===== config.mk =====
export PLATFORM = sky130hd
export DESIGN_NAME = rx_align_top
export DESIGN_NICKNAME = d
export VERILOG_FILES = /design/src/hw/rx_align_pkg.sv /design/src/hw/rx_align_top.sv
export VERILOG_INCLUDE_DIRS = /design/src /design/src/hw
export SDC_FILE = /design/constraint.sdc
export NUM_CORES = 2
export LEC_CHECK = 0
export BUFFER_PORTS_ARGS = -buffer_cell sky130_fd_sc_hd__buf_2
export CAP_MARGIN = 20
export CELL_PAD_IN_SITES_DETAIL_PLACEMENT = 0
export CELL_PAD_IN_SITES_GLOBAL_PLACEMENT = 2
export CORE_ASPECT_RATIO = 1.25
export CORE_MARGIN = 2
export CORE_UTILIZATION = 44
export DETAILED_ROUTE_END_ITERATION = 12
export GPL_ROUTABILITY_DRIVEN = 0
export MAX_ROUTING_LAYER = met4
export PLACE_DENSITY = 0.8
export SLEW_MARGIN = 10
export SYNTH_ARGS = -nofsm -noshare
export SYNTH_HDL_FRONTEND = slang
export SYNTH_SLANG_ARGS = --single-unit

===== constraint.sdc =====
create_clock -name ref_clk -period 17.4 [get_ports ref_clk]
set_input_delay 3.48 -clock ref_clk [delete_from_list [all_inputs] [get_ports ref_clk]]
set_output_delay 3.48 -clock ref_clk [all_outputs]
set_load 0.01 [all_outputs]

===== src/hw/rx_align_map.svh =====
`ifndef RX_ALIGN_MAP_SVH
`define RX_ALIGN_MAP_SVH
// ==========================================================
// register offsets
`define OFF_CTRL 8'h00
`define OFF_STATUS 8'h04
`define OFF_MASK 8'h08
`define OFF_STATE 8'h0C
`define OFF_CB_SEQ1 8'h10
`define OFF_CB_SEQ2 8'h14
`define OFF_CC_SEQ1 8'h18
`define OFF_CC_SEQ2 8'h1C
// ==========================================================
// control fields
`define CTL_OOB_EN 0
`define CTL_CHK_EN 1
`define CTL_GEN_EN 2
`define CTL_ERR_LOOP 3
`define CTL_CB_EN 4
`define CTL_CB_TWO 5
`define CTL_CC_EN 6
`define CTL_CC_TWO 7
`define CTL_CB_LEN2 8
`define CTL_CC_LEN2 9
`define CTL_CHK_SEL 10
`define CTL_SKEW 12
`define CTRL_RESET 32'h0000_7000
// ==========================================================
// status bits, shared by the mask
`define ST_OOB 0
`define ST_PRBS 1
`define ST_BOND 2
`define ST_BFAIL 3
`define ST_CCINS 4
`define ST_CCDEL 5
`define ST_W 6
// ==========================================================
// sequence words: symbol0 [10:0], symbol1 [21:11]
`define SYM_W 11
`define SYM_DC 10
`define CB_SEQ1_RESET 22'h20_017C
`define CC_SEQ1_RESET 22'h20_011C
`define SEQ2_RESET 22'h00_0000
// ==========================================================
// timing and sizing
`define REF_CLK_MHZ 200
`define OOB_BURST_NS 40
`define OOB_BURST_CYC ((`OOB_BURST_NS * `REF_CLK_MHZ + 999) / 1000)
`define PPM_MAX 1250
`define PRBS_SEED 31'h7FFF_FFFF
`define P7_A 6
`define P7_B 5
`define P15_A 14
`define P15_B 13
`define P23_A 22
`define P23_B 17
`define P31_A 30
`define P31_B 27
`endif


===== src/hw/rx_align_pkg.sv =====
package rx_align_pkg;
  // one received character with its 8b/10b qualifiers
  typedef struct packed {
    logic inv;
    logic k;
    logic [7:0] data;
  } char_t;
  // elastic buffer entry: character plus sequence marks
  typedef struct packed {
    logic cb_hit;
    logic cc_hit;
    char_t ch;
  } entry_t;
  typedef enum logic [2:0] {
    BOND_IDLE = 3'b001,
    BOND_WAIT = 3'b010,
    BOND_DONE = 3'b100
  } bond_state_t;
endpackage


===== src/hw/rx_align_top.sv =====
// Implementation choices: strobed register access and the placing of the registers.
`timescale 1ns/1ps
`default_nettype none
`include "rx_align_map.svh"
// ==========================================================
// Overview of operation
// optional out-of-band burst detector when enabled
// pattern checker flags errors for self test
// pattern select input picks generated sequence
// force input inserts errors into pattern
// error loopback feeds checker flag to force
// bonding aligns all lanes on bonding sequences
// sender keeps skew below half sequence spacing
// second bonding sequence also starts bonding
// correction sequence adds or drops buffered characters
// sequence length configurable, one or two
// second correction sequence also triggers correction
// sender inserts correction sequences periodically
// buffer depth sized from ppm, max 1250
// reset sequences are K 7C and 1C
// symbols carry K, disparity, wildcard; tail wildcard
// bonding sequences leave all buffers together
module rx_align_top
  import rx_align_pkg::*;
#(
  parameter int NUM_LANES = 4,
  parameter int PPM_OFFSET = 100,
  parameter int CC_PERIOD = 5000,
  parameter int SKEW_CAP = 7
)(
  input wire logic ref_clk,
  input wire logic reset,
  input wire logic [7:0] reg_addr,
  input wire logic [31:0] reg_wdata,
  input wire logic reg_write,
  input wire logic reg_read,
  output logic [31:0] reg_rdata,
  output logic irq,
  input wire logic rx_link_clk,
  input wire char_t [NUM_LANES-1:0] rx_lane_char,
  input wire logic rx_oob_level,
  input wire logic rx_user_take,
  output char_t [NUM_LANES-1:0] rx_lane_out,
  output logic rx_out_valid,
  output logic rx_bonded,
  input wire logic [1:0] tx_pattern_select,
  input wire logic tx_force_pattern_error,
  output logic [7:0] tx_pattern_byte,
  output logic rx_pattern_error_flag
);
  // ========================================================
  // sizing: drift over one correction period plus skew room
  localparam int PPM_USE = (PPM_OFFSET > `PPM_MAX) ? `PPM_MAX : PPM_OFFSET;
  localparam int DRIFT = (CC_PERIOD * 2 * PPM_USE + 999999) / 1000000;
  localparam int AW = $clog2(2 * (DRIFT + SKEW_CAP) + 4);
  localparam int DEPTH = 1 << AW;
  localparam logic [AW:0] HALF = (AW+1)'(DEPTH / 2);
  localparam logic [7:0] OOB_CYC = 8'(`OOB_BURST_CYC);

  // ========================================================
  // functions
  function automatic logic sym_ok(input logic [10:0] sym, input char_t c);
    return sym[`SYM_DC] || (sym[9:0] == c);
  endfunction

  // symbols past the configured length are ignored
  function automatic logic seq_hit(input logic [21:0] seq, input logic len2,
                                   input char_t cur, input char_t prev);
    return len2 ? (sym_ok(seq[10:0], prev) && sym_ok(seq[21:11], cur))
                : sym_ok(seq[10:0], cur);
  endfunction

  function automatic logic prbs_tap(input logic [30:0] s, input logic [1:0] sel);
    case (sel)
      2'h0: return s[`P7_A] ^ s[`P7_B];
      2'h1: return s[`P15_A] ^ s[`P15_B];
      2'h2: return s[`P23_A] ^ s[`P23_B];
      default: return s[`P31_A] ^ s[`P31_B];
    endcase
  endfunction

  // eight bits msb first; checker shifts in received bits
  function automatic logic [38:0] prbs_run(input logic [30:0] s, input logic [1:0] sel,
                                           input logic [7:0] din, input logic use_din);
    logic [30:0] st;
    logic [7:0] q;
    st = s;
    q = 8'h00;
    for (int i = 7; i >= 0; i--)
    begin
      q[i] = prbs_tap(st, sel);
      st = {st[29:0], use_din ? din[i] : q[i]};
    end
    return {st, q};
  endfunction

  // ========================================================
  // registers
  logic [31:0] ctrl_reg;
  logic [`ST_W-1:0] status_reg, mask_reg, status_next, ev;
  logic [21:0] cb1_reg, cb2_reg, cc1_reg, cc2_reg;
  logic link_s1, link_s2, link_s3, oob_s1, oob_s2;
  char_t [NUM_LANES-1:0] lane_s1, lane_s2, prev_reg;
  logic [AW:0] wptr_reg [NUM_LANES];
  logic [AW:0] rptr_reg [NUM_LANES];
  logic [AW:0] fill [NUM_LANES];
  entry_t mem [NUM_LANES][DEPTH];
  entry_t head [NUM_LANES];
  bond_state_t bond_reg, bond_next;
  logic [3:0] skew_reg, skew_next;
  logic [7:0] oob_cnt_reg;
  logic [30:0] gen_reg, chk_reg;
  logic [2:0] warm_reg;
  logic [31:0] rd_mux;

  // ========================================================
  // control decode
  wire oob_en = ctrl_reg[`CTL_OOB_EN];
  wire chk_en = ctrl_reg[`CTL_CHK_EN];
  wire gen_en = ctrl_reg[`CTL_GEN_EN];
  wire pattern_error_loopback_option = ctrl_reg[`CTL_ERR_LOOP];
  wire cb_en = ctrl_reg[`CTL_CB_EN];
  wire cc_en = ctrl_reg[`CTL_CC_EN];
  wire [3:0] max_skew = ctrl_reg[`CTL_SKEW +: 4];
  wire [1:0] chk_sel = ctrl_reg[`CTL_CHK_SEL +: 2];
  wire link_rise = link_s2 && !link_s3;
  wire wr_ctrl = reg_write && (reg_addr == `OFF_CTRL);
  wire wr_stat = reg_write && (reg_addr == `OFF_STATUS);
  wire wr_mask = reg_write && (reg_addr == `OFF_MASK);

  // ========================================================
  // per lane write side: mark sequences, drop surplus correction chars
  logic [NUM_LANES-1:0] cb_w, cc_w, del, wr_en, ne, head_cb, ins, hold_cb, pop, rep_reg;
  entry_t [NUM_LANES-1:0] wr_entry;
  for (genvar l = 0; l < NUM_LANES; l++)
  begin : g_lane
    assign cb_w[l] = seq_hit(cb1_reg, ctrl_reg[`CTL_CB_LEN2], lane_s2[l], prev_reg[l])
      || (ctrl_reg[`CTL_CB_TWO]
      && seq_hit(cb2_reg, ctrl_reg[`CTL_CB_LEN2], lane_s2[l], prev_reg[l]));
    assign cc_w[l] = seq_hit(cc1_reg, ctrl_reg[`CTL_CC_LEN2], lane_s2[l], prev_reg[l])
      || (ctrl_reg[`CTL_CC_TWO]
      && seq_hit(cc2_reg, ctrl_reg[`CTL_CC_LEN2], lane_s2[l], prev_reg[l]));
    assign fill[l] = wptr_reg[l] - rptr_reg[l];
    assign del[l] = link_rise && cc_en && cc_w[l] && (fill[l] > HALF);
    assign wr_en[l] = link_rise && !del[l] && (fill[l] != (AW+1)'(DEPTH));
    assign wr_entry[l] = '{cb_hit: cb_w[l], cc_hit: cc_w[l], ch: lane_s2[l]};
    assign ne[l] = fill[l] != '0;
    assign head[l] = mem[l][rptr_reg[l][AW-1:0]];
    assign head_cb[l] = cb_en && head[l].cb_hit;
    // repeat a correction char once while the buffer runs low, not forever
    assign ins[l] = cc_en && head[l].cc_hit && (fill[l] < HALF) && !rep_reg[l];
  end

  // ========================================================
  // read side and bonding: lanes already at a bonding char wait
  wire rd_go = rx_user_take && (&ne);
  wire all_cb = &head_cb;
  wire bond_fail = (bond_reg == BOND_WAIT) && (skew_reg == max_skew) && !all_cb;
  assign hold_cb = (all_cb || bond_fail) ? '0 : head_cb;
  assign pop = rd_go ? ~(hold_cb | ins) : '0;
  wire out_ok = rd_go && (hold_cb == '0);

  // bonding state: restarts on any lane's bonding sequence
  always_comb
  begin
    bond_next = bond_reg;
    skew_next = skew_reg;
    case (bond_reg)
      BOND_IDLE, BOND_DONE:
        if (rd_go && (head_cb != '0))
        begin
          bond_next = all_cb ? BOND_DONE : BOND_WAIT;
          skew_next = 4'h0;
        end
      BOND_WAIT:
        if (rd_go)
        begin
          if (all_cb)
            bond_next = BOND_DONE;
          else if (bond_fail)
            bond_next = BOND_IDLE;
          else
            skew_next = skew_reg + 4'h1;
        end
      default:
        bond_next = BOND_IDLE;
    endcase
  end

  // ========================================================
  // out-of-band, pattern generator and checker
  wire oob_ev = oob_en && oob_s2 && (oob_cnt_reg == OOB_CYC - 8'h01);
  wire [38:0] gen_run = prbs_run(gen_reg, tx_pattern_select, 8'h00, 1'b0);
  wire force_eff = tx_force_pattern_error
    || (pattern_error_loopback_option && rx_pattern_error_flag);
  wire chk_go = chk_en && rx_out_valid;
  wire [38:0] chk_run = prbs_run(chk_reg, chk_sel, rx_lane_out[0].data, 1'b1);
  wire chk_err = chk_go && (warm_reg == 3'h4)
    && (chk_run[7:0] != rx_lane_out[0].data);

  // ========================================================
  // events, sticky status with write-one-to-clear, set wins
  assign ev = {(|del), (rd_go && (|(ins & ~hold_cb))), bond_fail && rd_go,
               (bond_next == BOND_DONE) && (bond_reg != BOND_DONE), chk_err, oob_ev};
  assign status_next = (status_reg & ~(wr_stat ? reg_wdata[`ST_W-1:0] : '0)) | ev;
  assign irq = |(status_reg & mask_reg);
  assign rx_bonded = (bond_reg == BOND_DONE);

  // register read mux, unmapped reads return zero
  assign rd_mux = (reg_addr == `OFF_CTRL) ? ctrl_reg
    : (reg_addr == `OFF_STATUS) ? {26'h0, status_reg}
    : (reg_addr == `OFF_MASK) ? {26'h0, mask_reg}
    : (reg_addr == `OFF_STATE) ? {16'h0, 8'(fill[0]), 7'h00, rx_bonded}
    : (reg_addr == `OFF_CB_SEQ1) ? {10'h0, cb1_reg}
    : (reg_addr == `OFF_CB_SEQ2) ? {10'h0, cb2_reg}
    : (reg_addr == `OFF_CC_SEQ1) ? {10'h0, cc1_reg}
    : (reg_addr == `OFF_CC_SEQ2) ? {10'h0, cc2_reg} : 32'h0;

  // ========================================================
  // register file
  always_ff @(posedge ref_clk or posedge reset)
    if (reset)
    begin
      ctrl_reg <= `CTRL_RESET;
      status_reg <= '0;
      mask_reg <= '0;
      {cb1_reg, cb2_reg} <= {`CB_SEQ1_RESET, `SEQ2_RESET};
      {cc1_reg, cc2_reg} <= {`CC_SEQ1_RESET, `SEQ2_RESET};
      reg_rdata <= 32'h0;
    end
    else
    begin
      if (wr_ctrl) ctrl_reg <= reg_wdata;
      if (wr_mask) mask_reg <= reg_wdata[`ST_W-1:0];
      if (reg_write && reg_addr == `OFF_CB_SEQ1) cb1_reg <= reg_wdata[21:0];
      if (reg_write && reg_addr == `OFF_CB_SEQ2) cb2_reg <= reg_wdata[21:0];
      if (reg_write && reg_addr == `OFF_CC_SEQ1) cc1_reg <= reg_wdata[21:0];
      if (reg_write && reg_addr == `OFF_CC_SEQ2) cc2_reg <= reg_wdata[21:0];
      status_reg <= status_next;
      reg_rdata <= reg_read ? rd_mux : 32'h0;
    end

  // synchronisers: link clock, lane characters and oob level
  always_ff @(posedge ref_clk or posedge reset)
    if (reset)
    begin
      {link_s1, link_s2, link_s3, oob_s1, oob_s2} <= 5'h00;
      lane_s1 <= '0;
      lane_s2 <= '0;
    end
    else
    begin
      {link_s1, link_s2, link_s3} <= {rx_link_clk, link_s1, link_s2};
      {oob_s1, oob_s2} <= {rx_oob_level, oob_s1};
      lane_s1 <= rx_lane_char;
      lane_s2 <= lane_s1;
    end

  // buffer storage has no reset; pointers guard every read
  always_ff @(posedge ref_clk)
    for (int l = 0; l < NUM_LANES; l++)
      if (wr_en[l]) mem[l][wptr_reg[l][AW-1:0]] <= wr_entry[l];

  // buffer pointers and previous character per lane
  always_ff @(posedge ref_clk or posedge reset)
    if (reset)
    begin
      for (int l = 0; l < NUM_LANES; l++)
      begin
        wptr_reg[l] <= '0;
        rptr_reg[l] <= '0;
      end
      {prev_reg, rep_reg} <= '0;
    end
    else
      for (int l = 0; l < NUM_LANES; l++)
      begin
        if (link_rise) prev_reg[l] <= lane_s2[l];
        if (wr_en[l]) wptr_reg[l] <= wptr_reg[l] + 1'b1;
        if (pop[l]) rptr_reg[l] <= rptr_reg[l] + 1'b1;
        if (pop[l] || (rd_go && ins[l])) rep_reg[l] <= !pop[l];
      end

  // outputs, bonding, oob count and pattern logic
  always_ff @(posedge ref_clk or posedge reset)
    if (reset)
    begin
      rx_lane_out <= '0;
      rx_out_valid <= 1'b0;
      bond_reg <= BOND_IDLE;
      skew_reg <= 4'h0;
      oob_cnt_reg <= 8'h00;
      gen_reg <= `PRBS_SEED;
      chk_reg <= `PRBS_SEED;
      warm_reg <= 3'h0;
      tx_pattern_byte <= 8'h00;
      rx_pattern_error_flag <= 1'b0;
    end
    else
    begin
      for (int l = 0; l < NUM_LANES; l++)
        if (out_ok) rx_lane_out[l] <= head[l].ch;
      rx_out_valid <= out_ok;
      bond_reg <= bond_next;
      skew_reg <= skew_next;
      oob_cnt_reg <= !oob_s2 ? 8'h00 : (oob_cnt_reg == OOB_CYC) ? OOB_CYC : oob_cnt_reg + 8'h01;
      if (gen_en) gen_reg <= gen_run[38:8];
      tx_pattern_byte <= gen_en ? (gen_run[7:0] ^ {7'h00, force_eff}) : 8'h00;
      if (chk_go) chk_reg <= chk_run[38:8];
      if (!chk_en) warm_reg <= 3'h0;
      else if (chk_go && warm_reg != 3'h4) warm_reg <= warm_reg + 3'h1;
      rx_pattern_error_flag <= chk_err;
    end
endmodule // rx_align_top
`default_nettype wire


# Word-level counts from Yosys, hierarchy flattened
# Memory sizes are Yosys's and may differ from the RTL's.
# Index checks and enable logic that the tools add are counted.
# totals
regBits,471
ramBits,1536
out_inout_bits,84
inputBits,90
memories,1
elab_cells,547
# memory_table
memory,words,word_bits,rd,rd_clocked_by_memory_dff,wr,line_no,text
mem,4,384,4,0,4,rx_align_top.sv:107,entry_t mem [NUM_LANES][DEPTH];
# classes
magnitude_cmp,20
n_reduce_logical,181
n_bitwise,81
eq_ne,79
mux,88
addsub,15
# op_table
cell,count
$mux W384,4
$eq A10 B10 Y1,48
$bmux W12 S5,4
$demux W12 S5,4
$mux W22,7
$mux W12,12
$logic_and A1 B1 Y1,88
$mux W32,2
$xor A1 B1 Y1,64
$logic_or A1 B1 Y1,62
$add A6 B1 Y6 const B,8
$ge A6 B6 Y1 const B,8
$not A5 Y6,8
$pmux W1 S3,16
$eq A8 B5 Y1 const B,4
$eq A8 B4 Y1 const B,3
$gt A6 B5 Y1 const B,4
$lt A6 B1 Y1 const B,4
$lt A6 B5 Y1 const B,4
$mux W4,6
$mux W8,3
$ne A6 B6 Y1 const B,4
$reduce_bool A6 Y1,4
$sub A6 B6 Y6,4
37 further kinds,89

# Longest topological paths before layout
# logic_depth
ltp_word,15
depth_mapped,15
ltp_nobuf,11

# Least setup slack after synthesis
# OpenSTA, ideal clock, no wires.
# synth_path
kind,input to register
startpoint,input reg_addr[5]
endpoint,register reg_rdata[12]
n_path_buf,3
setup_time_ns,0.083
path_slack_ns,12.037
required_time_ns,17.317
arrival_ns,5.280
stages,10
path_cell_list,nor3_1 nand3b_1 or2_2 clkbuf_1 nor2_1 and2_1 clkbuf_1 clkbuf_1 nand2_1 o21ai_0
# synth_via
elab_chain_len,10
word_cells_on_any_way,17
cone_classes,eq/ne: 7; mux: 9; reduce/logical: 1
# synth_rtl
element,line_no,text
"start, declared",rx_align_top.sv:33,"input wire logic [7:0] reg_addr,"
$eq A8 B5 Y1 (no line),--,
$mux W22,rx_align_top.sv:217,": (reg_addr == `OFF_CC_SEQ2) ? {10'h0, cc2_reg} : 32'h0;"
$mux W22,rx_align_top.sv:216,": (reg_addr == `OFF_CC_SEQ1) ? {10'h0, cc1_reg}"
$mux W22,rx_align_top.sv:215,": (reg_addr == `OFF_CB_SEQ2) ? {10'h0, cb2_reg}"
$mux W22,rx_align_top.sv:214,": (reg_addr == `OFF_CB_SEQ1) ? {10'h0, cb1_reg}"
$mux W22,rx_align_top.sv:213,": (reg_addr == `OFF_STATE) ? {16'h0, 8'(fill[0]), 7'h00, rx_bonded}"
$mux W22,rx_align_top.sv:212,": (reg_addr == `OFF_MASK) ? {26'h0, mask_reg}"
$mux W22,rx_align_top.sv:211,": (reg_addr == `OFF_STATUS) ? {26'h0, status_reg}"
$mux W32 (*),rx_align_top.sv:210,assign rd_mux = (reg_addr == `OFF_CTRL) ? ctrl_reg
$mux W32 (*),rx_align_top.sv:240,reg_rdata <= reg_read ? rd_mux : 32'h0;
"end signal, assigned",rx_align_top.sv:240,
"end, declared",rx_align_top.sv:37,"output logic [31:0] reg_rdata,"
# Every way passes the cells marked *; elsewhere a longest branch is shown, timed or not.
# A chain may end at the register's enable or synchronous reset.

# Worst setup path after layout
# layout_path
startpoint,input reg_addr[5]
endpoint,register cc2_reg[9]
# layout_via
elab_chain_len,2
# layout_rtl
element,line_no,text
$eq A8 B5 Y1 (no line),--,
$logic_and A1 B1 Y1 (no line),--,
"end signal, assigned",rx_align_top.sv:228,"{cc1_reg, cc2_reg} <= {`CC_SEQ1_RESET, `SEQ2_RESET};"
"end signal, assigned",rx_align_top.sv:238,if (reg_write && reg_addr == `OFF_CC_SEQ2) cc2_reg <= reg_wdata[21:0];
"end, declared",rx_align_top.sv:101,"logic [21:0] cb1_reg, cb2_reg, cc1_reg, cc2_reg;"
# No other way between the ends.

==> run_results.csv <==
group,metric,value,unit
place,dpl.hpwl,143000,um
clock_network,htree_num_levels,4,
timing,achievable-frequency,169,MHz
pwr,power_density,144,nW/um^2
routing,postRouteAntennaNets,0,
yosys,netlist-cell-type-count,81,
timing,report.final.setup_viol,0,
clock_network,post_cts_setup_inserts,0,
floorplanning,die_x,398,um
layout,largest_reg_flops,1536,
layout,final_net_count,5221,
yosys,simple_gate_area_share_of_the_yosys_netlist,0.0444,
pwr,power.total,0.0138,W
timing,rsz_0062_raised_after_global_routing,"false",
clock_network,clock_tree_from_tritoncts,"yes",
global_routing,grt_max_degree,115,
floorplanning,pin_count,174,
clock_network,root_buffer,"clkbuf_16",
clock_network,cts.clk_slew.worst_paths,60,ps
routing,routed_via_density,5.77,
yosys,synth-edff-count,1536,
timing,finalClockSkew,91.4,ps
routing,route.detailed.wl_per_inst,29.0,um
yosys,synth_mux_area_frac,0.162,
routing,routed_wirelength,227000,um
timing,relSlewSlack,0.187,
yosys,synth_seq_cells,2007,
clock_network,postCtsResizedCells,0,
timing,min_period,5910,ps
setup_path,start_kind,"input pin",
clock_network,cts_buffer_depth,3,
yosys,synth_xor_xnor_area_share,0.0634,
flow_run,cap_violations,0,
timing,setup_total_negative_slack,0,ps
floorplanning,row_count,180,
setup_path,slowest_delay,790,ps
yosys,synth_nets,5008,
yosys,main_combinational_cell_family_by_area_after_synthesis,"multiplexers",
floorplanning,coreArea,193000,sq um
timing,fin_crit_sh,0.340,
setup_path,critical_path_arrival,6620,ps
run_status,status,"completed",
layout,filler_cell_count,15700,
min_path,hold_path.class,"flip-flop to flip-flop",
yosys,async_flop_share,0.235,
yosys,yosys_warnings,0,
timing,final_hold_vios,0,
yosys,synthesized_netlist_cell_count,4869,
setup_path,cpMaxStageDelayCell,"and3_1",
layout,layout-drive-gt1-share,0.289,
clock_network,tritoncts_num_sinks,2007,
clock_network,hold_buffers,0,
clock_network,tritoncts.num_buffers,193,
setup_path,data_required_time_at_the_worst_endpoint,18110,ps
timing,timing.final.ws_setup,11490,ps
setup_path,end_kind,"flip-flop",
yosys,synth-adder-area-share,0.00754,
timing,tightest_slew,1200,ps
yosys,compound_cell_area_share_of_the_yosys_netlist,0.0225,
routing,via_count,45100,
place,port_buffers,173,
routing,drt-pass1-iter-count,6,
yosys,synthesis.area,85200,sq um
timing,whs,294,ps
timing,final-max-slew-violation-count,0,
floorplanning,die_area,197000,sq um
setup_path,worstPathMaxFanout,22,
routing,detail_route.iter0.violations,4237,
pwr,ir_drop,0.000117,V
clock_network,clock_latency,890,ps
yosys,synthesized_area_per_cell,17.5,sq um
pwr,leakage,33.6,nW
layout,syn2layout_area_growth,12.8,%
global_routing,wire_length_of_the_first_global_routing_pass,329000,um
place,place_ws,10810,ps
yosys,sequential_cell_area_fraction_in_the_yosys_report,0.680,
global_routing,grt_pass1_vias,46100,
layout,mostFrequentLayoutCell,"edfxtp_1",
yosys,synth_ff_type,"edfxtp_1",
global_routing,grt_overflow_total,0,
global_routing,antenna_violations_before_repair,21,
floorplanning,initial_utilization,0.443,
floorplanning,die_h,496,um
setup_path,crit_path_cell_chain,"buf_2 -> nor3_1 -> and3_1 -> and2_1 -> nand2_1 -> mux2_2",
routing,post-route-drc-count,0,
global_routing,grt.total_usage,0.238,
setup_path,worstSetupPathType,"input pin to flip-flop",
layout,layout_common_cells,"1,536 x edfxtp_1, 486 x mux4_2, 379 x xnor2_1",
==> per-stage QoR <==
step	instance area, sq um	instances	utilization
3_3_place_gp	89300	7421	0.464
3_5_place_dp	89400	7427	0.464
2_1_floorplan	85200	4869	-
5_1_grt	96200	7810	0.499
6_report	96200	7815	0.499
4_1_cts	96000	7791	0.499
==> worst paths after layout <==
kind / to / from / depth (start not counted) / slack [ps]
setup / recovery: cc2_reg[9]$_DFFE_PP0P_ / reg_addr[5] / 6 / 11490
hold / removal: lane_s2[14]$_DFF_PP0_ / lane_s1[14]$_DFF_PP0_ / 0 / 290
setup reg to reg: mem[0][1]$_DFFE_PP_ / rptr_reg[19]$_DFFE_PP0P_ / 11 / 11820
hold reg to reg: lane_s2[14]$_DFF_PP0_ / lane_s1[14]$_DFF_PP0_ / 0 / 290
max in group asynchronous: rptr_reg[19]$_DFFE_PP0P_ / reset / 4 / 12370
min in group asynchronous: reg_rdata[0]$_DFF_PP0_ / reset / 2 / 2770
==> power breakdown <==
part | internal [W] | switching [W]
Combinational | 0.00173 | 0.00183
Sequential | 0.00548 | 0.000468
Clock | 0.00242 | 0.00189
==> critical path: cells and delay by family <==
| family | cells | cell delay (ps) |
|---|---|---|
| buf+inv | 1 | 90 |
| mux | 1 | 540 |
| simple gates | 4 | 2490 |
==> per-layer routing <==
| metal | vias to the layer above | GRT usage | share of wire |
|---|---|---|---|
| li1 | 19200 | - | - |
| met1 | 24000 | 0.310 | 0.41 |
| met2 | 1579 | 0.383 | 0.49 |
| met3 | 367 | 0.0428 | 0.068 |
| met4 | 0 | 0.0702 | 0.029 |
| met5 | - | - | 0 |
==> cell usage after synthesis (all sizes together) (42+ instances only) <==
cell type	instances	area, sq um
edfxtp	1536	46100
mux4	490	11100
dfrtp	393	9830
xnor2	379	3320
nand2	276	1040
xor2	238	2080
clkbuf	196	736
mux2	186	2090
nor2	167	629
buf	156	783
o21ai	108	544
dfstp	78	2050
nand4	78	488
mux2i	66	661
nor4	62	424
nor3	46	250
ha	45	563
inv	42	158
nand3	42	223
==> cell type report <==
| cell class | instances | area [sq um] | share of cell area |
|---|---|---|---|
| sequential | 2007 | 58100 | 0.604 |
| multi-input combinational | 2468 | 25700 | 0.267 |
| clock buffer | 242 | 5200 | 0.0541 |
| tap | 2548 | 3190 | 0.0331 |
| timing repair buffer | 370 | 2420 | 0.0252 |
| clock inverter | 122 | 1410 | 0.0146 |
| inverter | 42 | 165 | 0.00172 |
| antenna | 16 | 40.0 | 0.000416 |
==> cell families after synthesis <==
logic type | count (synthesis)
adders and majority gates | 49
DFF | 2007
AOI/OAI and AO/OA | 278
muxes | 742
buffers and inverters | 394
xor gates and xnor gates | 617
and+or+nand+nor | 782
Note: power is estimated with default switching activity, not from simulation.
